### src/rtl/sio_pkg.sv
// shared constants for the dual serial port board and its processor end
package sio_pkg;
   // ---------------------------------------------------------------
   // timing
   // ---------------------------------------------------------------
   localparam int CLK_HZ   = 20_000_000;
   localparam int WAIT_NS  = 500;
   localparam int WAIT_CYC = (WAIT_NS * (CLK_HZ / 1_000_000)) / 1000; // longest, rounds down
   localparam int STB_CYC  = 3;           // processor strobe length in mclk cycles
   localparam int TICK_DEF = 130;         // mclk cycles per 16x bit clock tick
   localparam int FIFO_D   = 16;
   // ---------------------------------------------------------------
   // processor instruction and address
   // ---------------------------------------------------------------
   localparam logic [7:0] OP_IN      = 8'hDB; // octal 333
   localparam logic [7:0] OP_OUT     = 8'hD3; // octal 323
   localparam logic [7:0] ADDR_PANEL = 8'hFF; // front panel switch location
   localparam logic [7:0] INIT_RST   = 8'h03; // octal 003
   localparam logic [7:0] INIT_RUN   = 8'hB1; // octal 261
   localparam int A_REG  = 0;
   localparam int A_PORT = 1;
   localparam int A_BLO  = 2;
   localparam int A_BHI  = 7;
   // ---------------------------------------------------------------
   // control register fields
   // ---------------------------------------------------------------
   localparam int CR_DIV_LO = 0;
   localparam int CR_DIV_HI = 1;
   localparam int CR_FMT_LO = 2;
   localparam int CR_FMT_HI = 4;
   localparam int CR_TXC_LO = 5;
   localparam int CR_TXC_HI = 6;
   localparam int CR_RXIE   = 7;
   localparam logic [7:0] CR_RESET  = 8'h03;
   localparam logic [1:0] DIV_1     = 2'h0;
   localparam logic [1:0] DIV_16    = 2'h1;
   localparam logic [1:0] DIV_64    = 2'h2;
   localparam logic [1:0] DIV_MRST  = 2'h3;
   localparam logic [1:0] TXC_IE    = 2'h1;
   localparam logic [1:0] TXC_BRK   = 2'h3;
   localparam logic [6:0] DIVN_1    = 7'h01;
   localparam logic [6:0] DIVN_16   = 7'h10;
   localparam logic [6:0] DIVN_64   = 7'h40;
   // ---------------------------------------------------------------
   // status register fields
   // ---------------------------------------------------------------
   localparam int ST_RX_HOLDING_FULL = 0;
   localparam int ST_TX_HOLDING_EMPTY = 1;
   localparam int ST_FE   = 4;
   localparam int ST_OVRN = 5;
   localparam int ST_PE   = 6;
   localparam int ST_IRQ  = 7;
endpackage

### src/rtl/cpu_io_if.sv
// processor i/o bus between the board and the processor end
`timescale 1ns/1ps
`default_nettype none
interface cpu_io_if;
   logic [15:0] addr;
   logic [7:0]  dout;                  // processor to board
   logic [7:0]  din;                   // board to processor
   logic        din_oe_n;              // board drives din while low
   logic        io_read_cycle_status;
   logic        io_write_cycle_status;
   logic        cpu_bus_in_strobe;
   logic        cpu_write_strobe_n;
   logic        cpu_ready_line;
   logic        cpu_wait_ack;
   modport board (input addr, dout, io_read_cycle_status, io_write_cycle_status,
                  cpu_bus_in_strobe, cpu_write_strobe_n, cpu_wait_ack,
                  output din, din_oe_n, cpu_ready_line);
   modport cpu (output addr, dout, io_read_cycle_status, io_write_cycle_status,
                cpu_bus_in_strobe, cpu_write_strobe_n, cpu_wait_ack,
                input din, din_oe_n, cpu_ready_line);
endinterface
`default_nettype wire

### src/rtl/sio_board.sv
// dual serial port board: bus decode, control/status, fifo and serial engines
// Functional notes
// - processor uses two-byte IN/OUT, three machine cycles
// - port address duplicated on both address halves
// - processor drives read or write cycle status
// - board drives selected register during bus-in strobe
// - board captures data during write strobe
// - address bits 7..2 match six-bit jumper setting
// - bit 0 picks register, bit 1 port
// - control write, status read, data write/read
// - processor avoids address 255
// - each port owns a write-only control register
// - bits 1:0 select divide 1/16/64 or reset
// - software resets port then selects divide 16
// - divide 64 gives quarter of selected rate
// - bit4 clear: seven bits, stop/parity table
// - bit4 set: eight bits, stop/parity table
// - bits 6:5 set RTS, tx interrupt, break
// - bit 7 enables receive interrupt
// - typical init writes 003 then 261
// - status bit0 receive full, bit1 transmit empty
// - status bit7 mirrors interrupt request
// - input cycle drops ready until wait acknowledge
`timescale 1ns/1ps
`default_nettype none
// ---------------------------------------------------------------
// fifo
// ---------------------------------------------------------------
module sio_fifo
   import sio_pkg::*;
#(parameter int W = 8, parameter int D = FIFO_D) (
   input  wire logic         mclk,
   input  wire logic         resetn,
   input  wire logic         clr,
   input  wire logic         in_valid,
   output logic              in_ready,
   input  wire logic [W-1:0] in_data,
   output logic              out_valid,
   input  wire logic         out_ready,
   output logic [W-1:0]      out_data
);
   localparam int AW = $clog2(D);
   logic [W-1:0] mem [D];
   logic [AW:0]  wp_ff, rp_ff;
   wire          full  = (wp_ff[AW] != rp_ff[AW]) && (wp_ff[AW-1:0] == rp_ff[AW-1:0]);
   wire          empty = (wp_ff == rp_ff);
   wire          push  = in_valid & ~full;
   wire          pop   = out_ready & ~empty;
   assign in_ready  = ~full;
   assign out_valid = ~empty;
   assign out_data  = mem[rp_ff[AW-1:0]];
   // pointers carry one extra bit so full and empty are distinct
   always_ff @(posedge mclk or negedge resetn) begin
      if (!resetn) begin
         wp_ff <= '0;
         rp_ff <= '0;
      end else begin
         wp_ff <= clr ? '0 : wp_ff + (AW+1)'(push);
         rp_ff <= clr ? '0 : rp_ff + (AW+1)'(pop);
      end
   end
   // storage has no reset, only written on push
   always_ff @(posedge mclk) begin
      if (push) begin
         mem[wp_ff[AW-1:0]] <= in_data;
      end
   end
endmodule
// ---------------------------------------------------------------
// board top
// ---------------------------------------------------------------
module sio_board
   import sio_pkg::*;
#(parameter int TICK_DIV = TICK_DEF) (
   input  wire logic       mclk,
   input  wire logic       resetn,
   cpu_io_if.board         bus,
   input  wire logic [5:0] base_sel,
   input  wire logic [1:0] rxd,
   output logic [1:0]      txd,
   output logic [1:0]      rts_n,
   output logic [1:0]      irq_n
);
   logic [15:0] tick_cnt_ff;
   logic        wr_n_q_ff, bin_q_ff, rdsel_q_ff, rdy_ff, oe_n_ff;
   logic [7:0]  wcnt_ff, din_ff;
   logic [7:0]  stat [2], rxdat [2];
   // decode: only a jumper match lets the board answer at all
   wire sel    = (bus.addr[A_BHI:A_BLO] == base_sel);
   wire rd_sel = sel & bus.io_read_cycle_status;
   wire wr_sel = sel & bus.io_write_cycle_status;
   wire wr_pulse = wr_sel & ~bus.cpu_write_strobe_n & wr_n_q_ff;
   wire rd_pulse = rd_sel & bus.cpu_bus_in_strobe & ~bin_q_ff;
   wire pidx = bus.addr[A_PORT];
   wire isdat = bus.addr[A_REG];
   wire [7:0] rmux = isdat ? rxdat[pidx] : stat[pidx];
   wire tick = (tick_cnt_ff == 16'(TICK_DIV - 1));
   wire wait_done = bus.cpu_wait_ack | (wcnt_ff == 8'(WAIT_CYC));
   assign bus.din = din_ff;
   assign bus.din_oe_n = oe_n_ff;
   assign bus.cpu_ready_line = rdy_ff;
   // strobe edge history, read data drive (one cycle behind a selected strobe) and 16x divider
   always_ff @(posedge mclk or negedge resetn) begin
      if (!resetn) begin
         tick_cnt_ff <= '0;
         wr_n_q_ff   <= 1'b1;
         bin_q_ff    <= 1'b0;
         rdsel_q_ff  <= 1'b0;
         din_ff      <= 8'h00;
         oe_n_ff     <= 1'b1;
      end else begin
         tick_cnt_ff <= tick ? '0 : tick_cnt_ff + 16'h0001;
         wr_n_q_ff   <= bus.cpu_write_strobe_n;
         bin_q_ff    <= bus.cpu_bus_in_strobe;
         rdsel_q_ff  <= rd_sel;
         din_ff      <= rmux;
         oe_n_ff     <= ~(rd_sel & bus.cpu_bus_in_strobe);
      end
   end
   // wait state: ready drops at the start of every selected input cycle
   always_ff @(posedge mclk or negedge resetn) begin
      if (!resetn) begin
         rdy_ff  <= 1'b1;
         wcnt_ff <= 8'h00;
      end else if (rd_sel & ~rdsel_q_ff) begin
         rdy_ff  <= 1'b0;
         wcnt_ff <= 8'h00;
      end else if (!rdy_ff) begin
         rdy_ff  <= wait_done;
         wcnt_ff <= wcnt_ff + 8'h01;
      end
   end
   // ---------------------------------------------------------------
   // per port logic
   // ---------------------------------------------------------------
   for (genvar p = 0; p < 2; p++) begin : g_port
      logic [7:0]  ctrl_ff, rdat_ff, fq_data;
      logic [11:0] txfr_ff;
      logic [8:0]  rsh_ff;
      logic [6:0]  txc_ff, rcnt_ff;
      logic [3:0]  txn_ff, rpos_ff;
      logic        txd_ff, rts_ff, irq_n_ff, fq_valid, fq_ready;
      logic        rx_holding_full_ff, fe_ff, pe_ff, ovrn_ff;
      wire [1:0] dv   = ctrl_ff[CR_DIV_HI:CR_DIV_LO];
      wire [2:0] fmt  = ctrl_ff[CR_FMT_HI:CR_FMT_LO];
      wire [1:0] txc  = ctrl_ff[CR_TXC_HI:CR_TXC_LO];
      wire mrst = (dv == DIV_MRST);
      // divide 64 on a 16x tick yields a quarter of the strapped rate
      wire [6:0] divn = (dv == DIV_64) ? DIVN_64 :
                        (dv == DIV_16) ? DIVN_16 : DIVN_1;
      wire nb8   = fmt[2];
      wire paren = ~fmt[2] | fmt[1];
      wire odd   = fmt[0];
      wire stop2 = fmt[2] ? (fmt[1:0] == 2'h0) : ~fmt[1];
      wire [3:0] flen = 4'h9 + {3'h0, nb8} + {3'h0, paren} + {3'h0, stop2};
      wire [7:0] dm  = nb8 ? fq_data : {1'b0, fq_data[6:0]};
      wire       tpar = (^dm) ^ odd;
      wire [11:0] frame = !nb8 ? {3'h7, tpar, fq_data[6:0], 1'b0} :
                          paren ? {2'h3, tpar, fq_data, 1'b0} : {3'h7, fq_data, 1'b0};
      wire tx_idle = (txn_ff == 4'h0);
      wire tbit = tick & (txc_ff == 7'h00);
      wire tx_pop = tx_idle & fq_valid & ~mrst;
      wire wr_ctl = wr_pulse & (pidx == 1'(p)) & ~isdat;
      wire wr_dat = wr_pulse & (pidx == 1'(p)) & isdat;
      wire rd_dat = rd_pulse & (pidx == 1'(p)) & isdat;
      wire rsamp = tick & (rpos_ff != 4'h0) & (rcnt_ff == 7'h00);
      wire rstart = tick & (rpos_ff == 4'h0) & ~rxd[p];
      wire [3:0] rlast = 4'h9 + {3'h0, nb8} + {3'h0, paren};          // first stop bit
      wire rdone = rsamp & (rpos_ff == rlast);
      wire [7:0] rdm = nb8 ? rsh_ff[7:0] : {1'b0, rsh_ff[6:0]};
      wire rpb = nb8 ? rsh_ff[8] : rsh_ff[7];
      wire txie = (txc == TXC_IE);
      wire irq = (ctrl_ff[CR_RXIE] & (rx_holding_full_ff | ovrn_ff)) | (txie & fq_ready);
      assign stat[p]  = {~irq_n_ff, pe_ff, ovrn_ff, fe_ff, 2'h0,
                         fq_ready, rx_holding_full_ff};
      assign rxdat[p] = rdat_ff;
      assign txd[p]   = txd_ff;
      assign rts_n[p] = rts_ff;
      assign irq_n[p] = irq_n_ff;
      sio_fifo #(.W(8), .D(FIFO_D)) u_txq (.mclk(mclk), .resetn(resetn), .clr(mrst),
         .in_valid(wr_dat & ~mrst), .in_ready(fq_ready), .in_data(bus.dout),
         .out_valid(fq_valid), .out_ready(tx_pop), .out_data(fq_data));
      // write-only control (starts in master reset) and transmitter, lsb first, one bit every divn ticks
      always_ff @(posedge mclk or negedge resetn) begin
         if (!resetn) begin
            ctrl_ff  <= CR_RESET;
            txfr_ff  <= 12'hFFF;
            txn_ff   <= 4'h0;
            txc_ff   <= 7'h00;
            txd_ff   <= 1'b1;
            rts_ff   <= 1'b0;
            irq_n_ff <= 1'b1;
         end else begin
            if (wr_ctl) begin
               ctrl_ff <= bus.dout;
            end
            rts_ff   <= txc[1];
            irq_n_ff <= ~(irq & ~mrst);
            txd_ff   <= (txc == TXC_BRK) ? 1'b0 : txfr_ff[0];
            if (mrst) begin
               txfr_ff <= 12'hFFF;
               txn_ff  <= 4'h0;
               txc_ff  <= 7'h00;
            end else if (tx_pop) begin
               txfr_ff <= frame;
               txn_ff  <= flen;
               txc_ff  <= divn - 7'h01;
            end else if (!tx_idle && tick) begin
               txc_ff <= (txc_ff == 7'h00) ? divn - 7'h01 : txc_ff - 7'h01;
               if (tbit) begin
                  txfr_ff <= {1'b1, txfr_ff[11:1]};
                  txn_ff  <= txn_ff - 4'h1;
               end
            end
         end
      end
      // receiver: mid-bit sampling, checks parity and first stop bit
      always_ff @(posedge mclk or negedge resetn) begin
         if (!resetn) begin
            rsh_ff  <= 9'h000;
            rpos_ff <= 4'h0;
            rcnt_ff <= 7'h00;
         end else if (mrst) begin
            rpos_ff <= 4'h0;
         end else if (rstart) begin
            rpos_ff <= 4'h1;
            rcnt_ff <= divn >> 1;
         end else if (tick && rpos_ff != 4'h0) begin
            rcnt_ff <= (rcnt_ff == 7'h00) ? divn - 7'h01 : rcnt_ff - 7'h01;
            if (rsamp) begin
               if ((rpos_ff == 4'h1 && rxd[p]) || rdone) begin
                  rpos_ff <= 4'h0;                                    // false start or done
               end else begin
                  rpos_ff <= rpos_ff + 4'h1;
                  if (rpos_ff != 4'h1) begin
                     rsh_ff[rpos_ff - 4'h2] <= rxd[p];
                  end
               end
            end
         end
      end
      // receive flags: a new character wins over a data read in the same cycle
      always_ff @(posedge mclk or negedge resetn) begin
         if (!resetn) begin
            rx_holding_full_ff <= 1'b0;
            fe_ff   <= 1'b0;
            pe_ff   <= 1'b0;
            ovrn_ff <= 1'b0;
            rdat_ff <= 8'h00;
         end else if (mrst) begin
            rx_holding_full_ff <= 1'b0;
            fe_ff   <= 1'b0;
            pe_ff   <= 1'b0;
            ovrn_ff <= 1'b0;
         end else if (rdone && rx_holding_full_ff && !rd_dat) begin
            ovrn_ff <= 1'b1;                                          // unread char kept
         end else if (rdone) begin
            rx_holding_full_ff <= 1'b1;
            rdat_ff <= rdm;
            fe_ff   <= ~rxd[p];
            pe_ff   <= paren & (((^rdm) ^ odd) != rpb);
            ovrn_ff <= 1'b0;
         end else if (rd_dat) begin
            rx_holding_full_ff <= 1'b0;
            ovrn_ff <= 1'b0;
         end
      end
   end
endmodule
`default_nettype wire

### src/flat_wrapper.sv
// flat-port wrapper written by rule: the top's interface ports become plain ports
module sio_board_flat import sio_pkg::*;
#(parameter int TICK_DIV = TICK_DEF)
  (mclk, resetn, base_sel, rxd, txd, rts_n, irq_n, bus_addr, bus_dout, bus_io_read_cycle_status, bus_io_write_cycle_status, bus_cpu_bus_in_strobe, bus_cpu_write_strobe_n, bus_cpu_wait_ack, bus_din, bus_din_oe_n, bus_cpu_ready_line);
  cpu_io_if bus_i ();
  input  wire logic mclk;
  input  wire logic resetn;
  input  wire logic [5:0] base_sel;
  input  wire logic [1:0] rxd;
  output logic [1:0] txd;
  output logic [1:0] rts_n;
  output logic [1:0] irq_n;
  input wire logic [$bits(bus_i.addr)-1:0] bus_addr;
  input wire logic [$bits(bus_i.dout)-1:0] bus_dout;
  input wire logic [$bits(bus_i.io_read_cycle_status)-1:0] bus_io_read_cycle_status;
  input wire logic [$bits(bus_i.io_write_cycle_status)-1:0] bus_io_write_cycle_status;
  input wire logic [$bits(bus_i.cpu_bus_in_strobe)-1:0] bus_cpu_bus_in_strobe;
  input wire logic [$bits(bus_i.cpu_write_strobe_n)-1:0] bus_cpu_write_strobe_n;
  input wire logic [$bits(bus_i.cpu_wait_ack)-1:0] bus_cpu_wait_ack;
  output wire logic [$bits(bus_i.din)-1:0] bus_din;
  output wire logic [$bits(bus_i.din_oe_n)-1:0] bus_din_oe_n;
  output wire logic [$bits(bus_i.cpu_ready_line)-1:0] bus_cpu_ready_line;
  assign bus_i.addr = bus_addr;
  assign bus_i.dout = bus_dout;
  assign bus_i.io_read_cycle_status = bus_io_read_cycle_status;
  assign bus_i.io_write_cycle_status = bus_io_write_cycle_status;
  assign bus_i.cpu_bus_in_strobe = bus_cpu_bus_in_strobe;
  assign bus_i.cpu_write_strobe_n = bus_cpu_write_strobe_n;
  assign bus_i.cpu_wait_ack = bus_cpu_wait_ack;
  assign bus_din = bus_i.din;
  assign bus_din_oe_n = bus_i.din_oe_n;
  assign bus_cpu_ready_line = bus_i.cpu_ready_line;
  sio_board #(.TICK_DIV(TICK_DIV)) u_core (.mclk(mclk), .resetn(resetn), .bus(bus_i), .base_sel(base_sel), .rxd(rxd), .txd(txd), .rts_n(rts_n), .irq_n(irq_n));
endmodule
### config.mk
export PLATFORM = sky130hd
export DESIGN_NAME = sio_board_flat
export DESIGN_NICKNAME = d
export VERILOG_FILES = /design/src/rtl/sio_pkg.sv /design/src/rtl/cpu_io_if.sv /design/src/rtl/sio_board.sv /design/src/flat_wrapper.sv
export SDC_FILE = /design/constraint.sdc
export NUM_CORES = 1
export LEC_CHECK = 0
export BUFFER_PORTS_ARGS = -buffer_cell sky130_fd_sc_hd__clkbuf_2
export CAP_MARGIN = 20
export CORE_MARGIN = 8
export CORE_UTILIZATION = 55
export DETAILED_ROUTE_END_ITERATION = 7
export PLACE_DENSITY = 0.77
export SETUP_SLACK_MARGIN = 0.4
export SLEW_MARGIN = 20
export SYNTH_ARGS = -nofsm -noshare
export SYNTH_HDL_FRONTEND = slang
export SYNTH_HIERARCHICAL = 1
export SYNTH_SLANG_ARGS = --single-unit
### constraint.sdc
create_clock -name mclk -period 3.95 [get_ports mclk]
set_input_delay 0.5925 -clock mclk [delete_from_list [all_inputs] [get_ports mclk]]
set_output_delay 0.5925 -clock mclk [all_outputs]
set_load 0.02 [all_outputs]
# Yosys cells after proc, flatten, opt, wreduce, memory -nomap -nowiden
# Memories as Yosys holds them, arrays and structs flattened.
# Index checks and enable logic that the tools add are counted.
# W data, S select, Z words.
# totals
ff_bits	189
latch_bits	0
ramBits	256
mem_bits_ro	0
in_bits	39
n_memories	2
# memory_table
memory	depth	width	rd	rd_ports_with_merged_regs	write_ports	line	rtl
u_core.g_port[0].u_txq.mem	16	8	1	0	1	sio_board.sv:43	logic [W-1:0] mem [D];
u_core.g_port[1].u_txq.mem	16	8	1	0	1	sio_board.sv:43	
# classes
add_sub_neg	24
n_mul	0
n_div	0
n_lt_le_gt_ge	5
n_eq_ne	30
shift	0
mux	110
n_bitwise	87
n_reduce_logical	66
# ops
op	n
$mux W12	10
$mux W7	16
$mux W8	13
$mux W4	18
$and A1 B1 Y1	47
$sub A7 B1 Y7 const B	6
$mux W1	40
$reduce_xor A8 Y1	4
$mux W5	6
$reduce_bool A3 Y1	10
$logic_not A7 Y1	4
$not A1 Y1	28
$add A5 B1 Y5	4
$mux W10	2
$reduce_and A2 Y1	10
$bwmux W9	2
$add A16 B1 Y16 const B	1
$add A4 B1 Y4	4
$eq A16 B8 Y1 const B	1
$eq A4 B4 Y1	4
$logic_not A4 Y1	4
$mux W16	1
$reduce_bool A4 Y1	4
$logic_and A1 B1 Y1	14
other kinds (28)	69

# Longest topological paths before layout
# Gate-level depths: netlist of run 1.
# depth
word_depth	11
depth_mapped	14

# Cells and area by module
# Netlist of run 1, hierarchy kept.
# modules_own_cells
mod	n_inst	cells_per_inst	area_each_um2
sio_board	1	869	9203.8
sio_fifo at u_core.g_port[1].u_txq	1	308	5632.9
sio_fifo at u_core.g_port[0].u_txq	1	308	5619.1

# Worst setup path before layout of run 1
# OpenSTA, ideal clock, no wires.
# synth_timing
path_kind	input port to flip-flop
from	input base_sel[2]
to	memory u_core.g_port[1].u_txq.mem[12][0] (enable)
arrival_time_ns	2.741
required_ns	3.555
setup_slack_ns	0.814
path_stages	7
cell_sequence	xor2_1 -> nor4_4 -> nand4_1 -> nor3b_1 -> a21bo_1 -> buf_6 -> nor4_1
# synth_between
elab_chain_len	10
# synth_rtl
item	line	rtl
start: declaration	flat_wrapper.sv:8	input wire logic [5:0] base_sel;
$eq A6 B6 Y1	sio_board.sv:89	wire sel = (bus.addr[A_BHI:A_BLO] == base_sel);
$and A1 B1 Y1	sio_board.sv:91	wire wr_sel = sel & bus.io_write_cycle_status;
$and A1 B1 Y1 (2 in a row)	sio_board.sv:92	wire wr_pulse = wr_sel & ~bus.cpu_write_strobe_n & wr_n_q_ff;
$and A1 B1 Y1 (2 in a row)	sio_board.sv:164	wire wr_dat = wr_pulse & (pidx == 1'(p)) & isdat;
$and A1 B1 Y1	sio_board.sv:181	.in_valid(wr_dat & ~mrst), .in_ready(fq_ready), .in_data(bus.dout),
$and A1 B1 Y1	sio_board.sv:47	wire push = in_valid & ~full;
$mux W1	sio_board.sv:64	if (push) begin
$mux W1 (not written as such)	sio_board.sv:65	mem[wp_ff[AW-1:0]] <= in_data;
end: declaration	sio_board.sv:43	
# No other way between the ends.

# Final worst setup path of run 1
# layout_timing
from	register u_core.g_port[1].u_txq.rp_ff[3]
to	register u_core.g_port[1].u_txq.rp_ff[4]
# layout_between
elab_chain_len	7
# layout_rtl
item	line	rtl
start: declaration	sio_board.sv:44	logic [AW:0] wp_ff, rp_ff;
start signal: assignment	sio_board.sv:59	rp_ff <= clr ? '0 : rp_ff + (AW+1)'(pop);
$eq A5 B5 Y1	sio_board.sv:46	wire empty = (wp_ff == rp_ff);
$not A1 Y1	sio_board.sv:50	assign out_valid = ~empty;
net u_core.g_port[1].fq_valid	sio_board.sv:142	logic txd_ff, rts_ff, irq_n_ff, fq_valid, fq_ready;
$and A1 B1 Y1 (2 in a row)	sio_board.sv:162	wire tx_pop = tx_idle & fq_valid & ~mrst;
net u_core.g_port[1].tx_pop	sio_board.sv:162	
$and A1 B1 Y1	sio_board.sv:48	wire pop = out_ready & ~empty;
$add A5 B1 Y5	sio_board.sv:59	
$mux W5	sio_board.sv:59	
# The timed path passes the listed nets, and every way through them passes these cells.
# A chain may end at the register's enable or synchronous reset.

==> results of run 1 <==
==> layer usage <==
layer / routed length (um) / up-vias
li1: - / 5765
met3: 2100 / 71
met4: 810 / 0
met2: 19800 / 326
met1: 18900 / 6261
met5: 0 / -
==> layout make-up <==
cell class / instances / share of cell area
clock inverter: 19 / 0.00611
clock buffer: 62 / 0.0551
timing repair buffer: 98 / 0.0296
sequential: 441 / 0.549
multi-input combinational: 914 / 0.326
tap: 468 / 0.0260
inverter: 50 / 0.00833
==> stage by stage <==
step	util	total power, mW	setup slack [ps]	hold slack, ps
finish	0.615	9.21	767	86.8
global route	0.615	9.51	555	113
CTS	0.615	9.31	784	82.6
detailed placement	0.578	5.33	791	446
global placement	0.578	5.31	862	445
floorplan	-	5.17	814	297
==> power breakdown <==
group	switching (mW)	internal, mW
registers	0.0478	4.93
logic	0.169	0.0806
clock network	1.71	2.27
==> registers in the layout (all words and copies together) (netlist names), 10 cells and up <==
signal and count:
u_core/g_port.txc_ff 14, u_core/g_port.rsh_ff 18, u_core/g_port.rdat_ff 16, u_core/g_port.ctrl_ff 16, u_core/g_port.u_txq/wp_ff 10, u_core/tick_cnt_ff 16, u_core/g_port.u_txq/rp_ff 10, u_core/g_port.u_txq/mem 256
u_core/g_port.txfr_ff 20, u_core/g_port.rcnt_ff 14
==> cells by family (layout without fill, tap and decap cells) <==
group | count (synthesis) | in the layout
other | 1 | 2
buffers and inverters | 131 | 229
and+or+nand+nor | 371 | 371
xor gates and xnor gates | 82 | 82
AOI/OAI and AO/OA | 241 | 241
adders and majority gates | 44 | 44
DFF | 441 | 441
muxes | 174 | 174
==> cells in the final DEF, fill, tap and decap left out, drive strengths merged, types with 18 or more instances in the layout <==
cell type    n
nor4        21
edfxtp     256
inv         48
clkbuf     108
a21oi       49
o21ai       52
ha          44
nor3        45
nor2b       19
mux4        38
dfstp       31
xnor2       45
dfrtp      154
mux2i       86
a22oi       19
a221oi      33
buf         52
and3        18
mux2        50
nand2       61
nand3       39
nor2        74
xor2        34
clkinv      20
==> how the worst min path moves through the flow <==
stage / endpoint / cells after the start / start / slack (ps)
2_1_floorplan: u_core/bin_q_ff / 0 / resetn / 300
3_3_place_gp: u_core/g_port[1].txd_ff / 2 / u_core/g_port[1].txfr_ff[0] / 440
3_5_place_dp: u_core/g_port[1].txd_ff / 2 / u_core/g_port[1].txfr_ff[0] / 450
4_1_cts: u_core/bus.din[1] / 1 / resetn / 80
5_1_grt: u_core/bus.din[6] / 1 / resetn / 110
6_report: u_core/g_port[0].fe_ff / 1 / resetn / 90
==> reports/metrics.cfg, run 1 <==
[global_routing]
use_met3=0.0275
busiest_layer=met2
grt.total_usage=0.190
grt_antenna_before_repair=0
grt_max_degree=79
grt_pass1_wl_um=67700
overflow=0
grt_use_met1=0.268
use_met2=0.308
grt_pass1_vias=12436

[clocking]
cts_sinks=441
cts_buffers=45
cts_tree=yes
clockBufferDepth=3
clk_latency_ps=560
hold_buffers=0
post_cts_buffers=0
cts-resized-gates=0
cts_max_level=2
clk_transition_reported_paths_ps=60
cts_root_buf=clkbuf_16

[worst_setup_path]
reg2reg_to=u_core/g_port[1].u_txq/rp_ff[4]
cp_slowest_cell=dfrtp_1
critPathRequiredTime_ps=4390
startpoint=u_core/g_port[1].u_txq/rp_ff[3]
critPathLaunchType=register
path_buf_inv=1
critical_path_arrival_ps=3630
path_cells=xor2_1 -> nor4_2 -> nand2b_1 -> nand4bb_1 -> or2_2 -> clkinv_1 -> and2_1 -> ha_1 -> ha_1 -> nand3_1 -> xor2_1 -> nor2_1
crit_type=reg -> reg
ff2ff_path_depth=12
critical_path.top_delay_family=simple AND/OR/NAND/NOR gates
regToRegSetupSlack_ps=770
end_kind=register
r2r-start=u_core/g_port[1].u_txq/rp_ff[3]
worstPathMaxFanout=11
cp.depth=12
crit_end=u_core/g_port[1].u_txq/rp_ff[4]
max_stage_delay_ps=530

[status]
status=completed

[final_layout]
design_area_um2=22500
nFillCells=2718
synthToLayoutAreaGrowth_pct=10.1
stdcell_count=2052
multi_input_area_um2=7350
final-seq-area_um2=12400
num-nets-final=1633
antennaDiodeCount=0
drive_gt1_frac=0.197

[synth]
ys_ff_latch=441
ys_seq_area_frac=0.604
synth_mux_area_frac=0.113
synth_fa_ha_area_frac=0.0269
ys_dominant_reg_cell=edfxtp_1
synth_top_family_by_area=multiplexers
synth_simple_gate_area_share=0.101
synth_edf_count=256
yosysUniqueCellTypes=91
synthCells=1485
synth_compound_area_frac=0.0810
synth_area_leaders=edfxtp_1 38%, dfrtp_1 19%, mux2i_1 4.2%
synth_common_cells=256 x edfxtp_1, 154 x dfrtp_1, 86 x mux2i_1, 74 x nor2_1, 61 x nand2_1
synth_xor_area_frac=0.0371
syn-cell-area_um2=20500
synth_top_area_share=0.376
synth-async-reset-ratio=0.420
yosysTopAreaCell=edfxtp_1
ys_warn_count=6
avgSynthCellArea_um2=13.8
synth.most_common_cell=edfxtp_1

[floorplan]
num_rows=70
start_util=0.559
die_y_um=209
coreArea_um2=36600
io_pins=55
dieArea_um2=43600
die-width_um=209

[route]
wire_per_inst_um=20.3
drtIter0Drc=928
via_per_inst=6.05
drc=0
wirelength_um=41600
first_pass_iters=6
vias=12423
ant_nets=0

[run]
max_cap_violations=0

[sta]
clock.fmax_mhz=314
fin_crit_sh=0.806
finalHoldViolCount=0
worst_pin_slew_ps=1100
setup_viol=0
slew_headroom=0.262
period_minus_slack_ps=3180
grt_setup_unrepaired=false
fin_skew_ps=21.5
slew_viol_final=0
finalSetupTns_ps=0

[power]
powerDensity_nw_per_um2=409
ir_drop_mv=0.315
p_leak_nw=8.64

[place]
dp_cells=1971
routabilityCongestion=0.835
placed_area_um2=21100
port_buffers=46
hpwl_um=27200

[hold_path]
hold_path.class=in -> async

Power figures use the tool's default switching activity.
==> run 2, diff against run 1 <==
--- a/config.mk
+++ b/config.mk
@@ -10,7 +10,7 @@
 export CORE_MARGIN = 8
 export CORE_UTILIZATION = 55
 export DETAILED_ROUTE_END_ITERATION = 7
-export PLACE_DENSITY = 0.77
+export PLACE_DENSITY = 0.79
 export SETUP_SLACK_MARGIN = 0.4
 export SLEW_MARGIN = 20
 export SYNTH_ARGS = -nofsm -noshare
==> constraint.sdc (replaced) <==
create_clock -name mclk -period 2.69 [get_ports mclk]
set_input_delay 0.4035 -clock mclk [delete_from_list [all_inputs] [get_ports mclk]]
set_output_delay 0.4035 -clock mclk [all_outputs]
set_load 0.02 [all_outputs]
==> run 2 against run 1 <==
  * The run now ends with setup timing left
  * Power is 52% higher
  * Non-clock buffer count is 163 higher
  * Fmax is 14% higher
  * Cell count is 8.3% higher
  * Sequential power is 47% higher
  * Flip-flop and latch count stayed put
  * Clock skew is 23 ps higher
  * Critical path depth is 3 lower
  * Global-route usage is 3.4 points higher
  * Largest power group unchanged
==> reports/metrics.cfg, run 2 (synthesis gave the netlist of run 1 again) <==
[route]
ant_nets=0
drtIter0Drc=1346
drc=0
via_per_inst=6.32
vias=14041
wire_per_inst_um=23.7
first_pass_iters=7
wirelength_um=52600

[global_routing]
grt_pass1_wl_um=78300
busiest_layer=met2
grt_use_met1=0.302
grt_pass1_vias=13943
grt_max_degree=95
use_met3=0.0367
grt_antenna_before_repair=1
use_met2=0.367
grt.total_usage=0.224
overflow=0

[clocking]
cts_max_level=2
clockBufferDepth=3
clk_latency_ps=600
cts_tree=yes
clk_transition_reported_paths_ps=60
cts_sinks=441
cts_root_buf=clkbuf_16
cts_buffers=46

[sta]
period_minus_slack_ps=2790
hold_ws_ps=52.1
fin_skew_ps=44.6
finalHoldViolCount=0
clock.fmax_mhz=358
finalWorstSetupSlack_ps=-100
finalSetupTns_ps=-100
setup_viol=1
worst_pin_slew_ps=955
grt_setup_unrepaired=true
slew_viol_final=0
fin_crit_sh=1.04
slew_headroom=0.364

[run]
max_cap_violations=0

[place]
routabilityCongestion=0.877
hpwl_um=29400
pre_cts_slack_ps=-453
port_buffers=46

[worst_setup_path]
startpoint=u_core/g_port[1].u_txq/rp_ff[0]
crit_type=reg -> reg
end_kind=register
r2r-start=u_core/g_port[1].u_txq/rp_ff[0]
critPathRequiredTime_ps=3190
critPathLaunchType=register
worstPathMaxFanout=16
critical_path_arrival_ps=3290

[floorplan]
die_y_um=209
dieArea_um2=43600
start_util=0.559
num_rows=70
io_pins=55
coreArea_um2=36600
die-width_um=209

[final_layout]
largest_reg_flops=256
drive_gt1_frac=0.388
antennaDiodeCount=0
final_cell_mix=256 x edfxtp_1, 148 x dfrtp_1, 114 x buf_4, 71 x mux2i_1, 60 x nor2_1
num-nets-final=1802
final_common_cell=edfxtp_1
nFillCells=2105
final_util=0.715
synthToLayoutAreaGrowth_pct=28.0

[status]
failed_checks=setup timing
status=finished, violations left

[power]
ir_drop_mv=0.474
p_leak_nw=10.3
powerDensity_nw_per_um2=534

[hold_path]
hold_path.class=in -> reg
min_from=bus_cpu_wait_ack

## run 2: final timing paths
path                                          endpoint  slack [ps]  cells past startpoint
min in group asynchronous            u_core/wcnt_ff[4]         480                      2
setup / recovery           u_core/g_port[1].txfr_ff[8]        -100                      9
hold / removal               u_core/bus.cpu_ready_line          50                      3
hold reg to reg                u_core/g_port[1].txd_ff         470                      2
max in group asynchronous  u_core/g_port[1].txfr_ff[1]        1430                      3
setup reg to reg           u_core/g_port[1].txfr_ff[8]        -100                      9
## run 2: worst max-delay path: stages, from the launching register on
cell and delay (ps):
dfrtp_2 400, buf_12 180, mux4_2 570, a22oi_1 280, nand2_1 130, xnor2_1 190
xnor3_1 430, xnor2_1 160, o211ai_1 180, o211a_1 170
## run 2: layout make-up
cell class                      count  area, um2  area share
Clock buffer                       58       1230      0.0468
Clock inverter                     26        259     0.00989
Inverter                           50        199     0.00760
Multi-Input combinational cell    919       9000       0.343
Sequential cell                   441      12400       0.472
Tap cell                          468        586      0.0224
Timing Repair Buffer              261       2560      0.0978
## run 2: repair_timing
| item | in CTS | in global routing |
|---|---|---|
| pin swaps | 70 | 44 |
| gates resized for setup | 154 | 156 |
| cloned | 5 | 7 |
| buffers inserted | 66 | 30 |
| hold buffers | 3 | 0 |
| endpoints found under the hold margin | 76 | 0 |
| endpoints found under the setup margin | 306 | 358 |
## run 2: per-layer routing
metal  part of all wire  up-vias
met5                  0        -
met4              0.033        0
met3              0.075      128
met2               0.50      686
met1               0.40     7109
li1                   -     6118
## run 2: power by group
part	switching, mW	internal (mW)	total, mW	leakage, nW
Clock	2.68	3.54	6.22	0.720
Sequential	0.0706	7.25	7.32	4.66
Combinational	0.283	0.158	0.441	4.90
## run 2: through the flow
step / power, mW / std cells / instance area, um2
global route: 14.4 / 2223 / 26200
global placement: 7.82 / 2028 / 22300
finish: 14.0 / 2223 / 26200
floorplan: 7.60 / 1486 / 21000
detailed placement: 7.84 / 2028 / 22300
CTS: 14.0 / 2186 / 25100
==> run 3, diff against run 2 <==
--- a/config.mk
+++ b/config.mk
@@ -10,9 +10,10 @@
 export CORE_MARGIN = 8
 export CORE_UTILIZATION = 55
 export DETAILED_ROUTE_END_ITERATION = 7
-export PLACE_DENSITY = 0.79
+export GPL_TIMING_DRIVEN = 0
+export PLACE_DENSITY = 0.77
 export SETUP_SLACK_MARGIN = 0.4
-export SLEW_MARGIN = 20
+export SLEW_MARGIN = 15
 export SYNTH_ARGS = -nofsm -noshare
 export SYNTH_HDL_FRONTEND = slang
 export SYNTH_HIERARCHICAL = 1
==> constraint.sdc (replaced) <==
create_clock -name mclk -period 3.3 [get_ports mclk]
set_input_delay 0.495 -clock mclk [delete_from_list [all_inputs] [get_ports mclk]]
set_output_delay 0.495 -clock mclk [all_outputs]
set_load 0.02 [all_outputs]
==> run 3 against run 2 <==
  * Routed wire length shrank 13%
  * Clock-buffer cell count grew 5
  * The flow now finishes without violations
  * Clock power shrank 16%
  * Global-route usage shrank 1.8 points
==> reports/metrics.cfg, run 3 (synthesis gave the netlist of run 1 again) <==
[power]
p_leak_nw=9.31
ir_drop_mv=0.384
powerDensity_nw_per_um2=485

[route]
ant_nets=0
wire_per_inst_um=21.6
wirelength_um=45800
via_per_inst=6.10
drc=0
first_pass_iters=5
vias=12937
drtIter0Drc=1354

[floorplan]
coreArea_um2=36600
dieArea_um2=43600
start_util=0.559
die_y_um=209
io_pins=55
num_rows=70
die-width_um=209

[final_layout]
antennaDiodeCount=0
drive_gt1_frac=0.250
num-nets-final=1699
final_common_cell=edfxtp_1
stdcell_count=2121
design_area_um2=23700
nFillCells=2578
largest_reg_flops=256
synthToLayoutAreaGrowth_pct=15.9
final_cell_mix=256 x edfxtp_1, 154 x dfrtp_1, 86 x mux2i_1, 72 x nor2_1, 61 x nand2_1

[place]
port_buffers=46
hpwl_um=29600
placed_area_um2=21500
routabilityCongestion=0.860
pre_cts_slack_ps=-498
dp_cells=2013

[worst_setup_path]
ff2ff_path_depth=14
critPathRequiredTime_ps=3730
critical_path_arrival_ps=3300
crit_type=reg -> reg
worstPathMaxFanout=10
critPathLaunchType=register
end_kind=register

[clocking]
clk_transition_reported_paths_ps=60
clockBufferDepth=3
cts_root_buf=clkbuf_16
cts_max_level=2
cts_buffers=46
clk_latency_ps=570
cts_tree=yes
cts_sinks=441

[hold_path]
hold-path-cell-count=1
hold_path.class=in -> reg

[sta]
finalWorstSetupSlack_ps=430
hold_ws_ps=85.4
fin_crit_sh=0.870
worst_pin_slew_ps=887
grt_setup_unrepaired=true
slew_headroom=0.409
fin_skew_ps=22.5
clock.fmax_mhz=348
finalHoldViolCount=0
setup_viol=0
slew_viol_final=0
period_minus_slack_ps=2870

[global_routing]
grt_pass1_wl_um=72200
overflow=0
grt_pass1_vias=12938
grt_antenna_before_repair=0
grt_max_degree=86
grt.total_usage=0.207

[status]
status=completed

[run]
max_cap_violations=0

==> run 3: cell type report <==
type                            count  area, um2  share of cell area
Clock buffer                       63       1290              0.0546
Inverter                           50        189             0.00797
Clock inverter                     22        245              0.0103
Tap cell                          468        586              0.0247
Timing Repair Buffer               82        609              0.0257
Sequential cell                   441      12400               0.521
Multi-Input combinational cell    914       7810               0.329
Buffer                             81        627              0.0264
==> run 3: path summary, 6_finish.rpt <==
kind / startpoint / end / slack, ps
worst max-delay path: u_core/g_port[1].ctrl_ff[1] / u_core/g_port[1].u_txq/wp_ff[4] / 430
worst max register to register: u_core/g_port[1].ctrl_ff[1] / u_core/g_port[1].u_txq/wp_ff[4] / 430
worst min register to register: u_core/g_port[0].ctrl_ff[5] / u_core/g_port[0].txd_ff / 440
worst min-delay path: bus_cpu_bus_in_strobe / u_core/bin_q_ff / 90
max in group asynchronous: resetn / u_core/g_port[1].ctrl_ff[0] / 1790
min in group asynchronous: resetn / u_core/g_port[0].u_txq/wp_ff[0] / 390
==> run 3: what timing repair did <==
item                                   in CTS  in global routing
buffers inserted                            1                 21
resized for setup                          54                 25
setup endpoints to repair                 287                169
pin swaps                                   5                 13
gates cloned                                0                  0
endpoints found under the hold margin      24                  0
hold buffers                                1                  0
==> run 3: per-stage QoR <==
stage               TNS [ps]  total power, mW  utilization
CTS                        0             11.6        0.639
floorplan                  0             6.19            -
detailed placement    -72690             6.38        0.588
finish                     0             11.5        0.648
global placement     -416090             6.35        0.583
global route               0             11.9        0.648
==> run 3: routing by layer <==
layer / global-route usage / vias to the layer above / share of wire
met5: 0 / - / 0
met3: 0.0308 / 91 / 0.056
met1: 0.283 / 6537 / 0.44
li1: - / 5902 / -
met2: 0.337 / 407 / 0.48
met4: 0.0678 / 0 / 0.028
==> run 3: where the power goes <==
group / total, mW / internal (mW) / switching (mW)
combinational: 0.323 / 0.107 / 0.215
sequential: 5.96 / 5.91 / 0.0545
clock: 5.21 / 3.08 / 2.13
total: 11.5 / 9.09 / 2.40
==> run 3: critical path: stages, from the launching register on <==
cell and delay (ps):
dfstp_2 570, ha_2 230, clkbuf_8 180, clkbuf_8 180, buf_6 160, nor3b_1 80
a21bo_1 210, buf_8 190, buf_12 150, inv_1 50, ha_1 210, ha_1 230
nand3_1 100, xor2_1 150, nor2_1 50
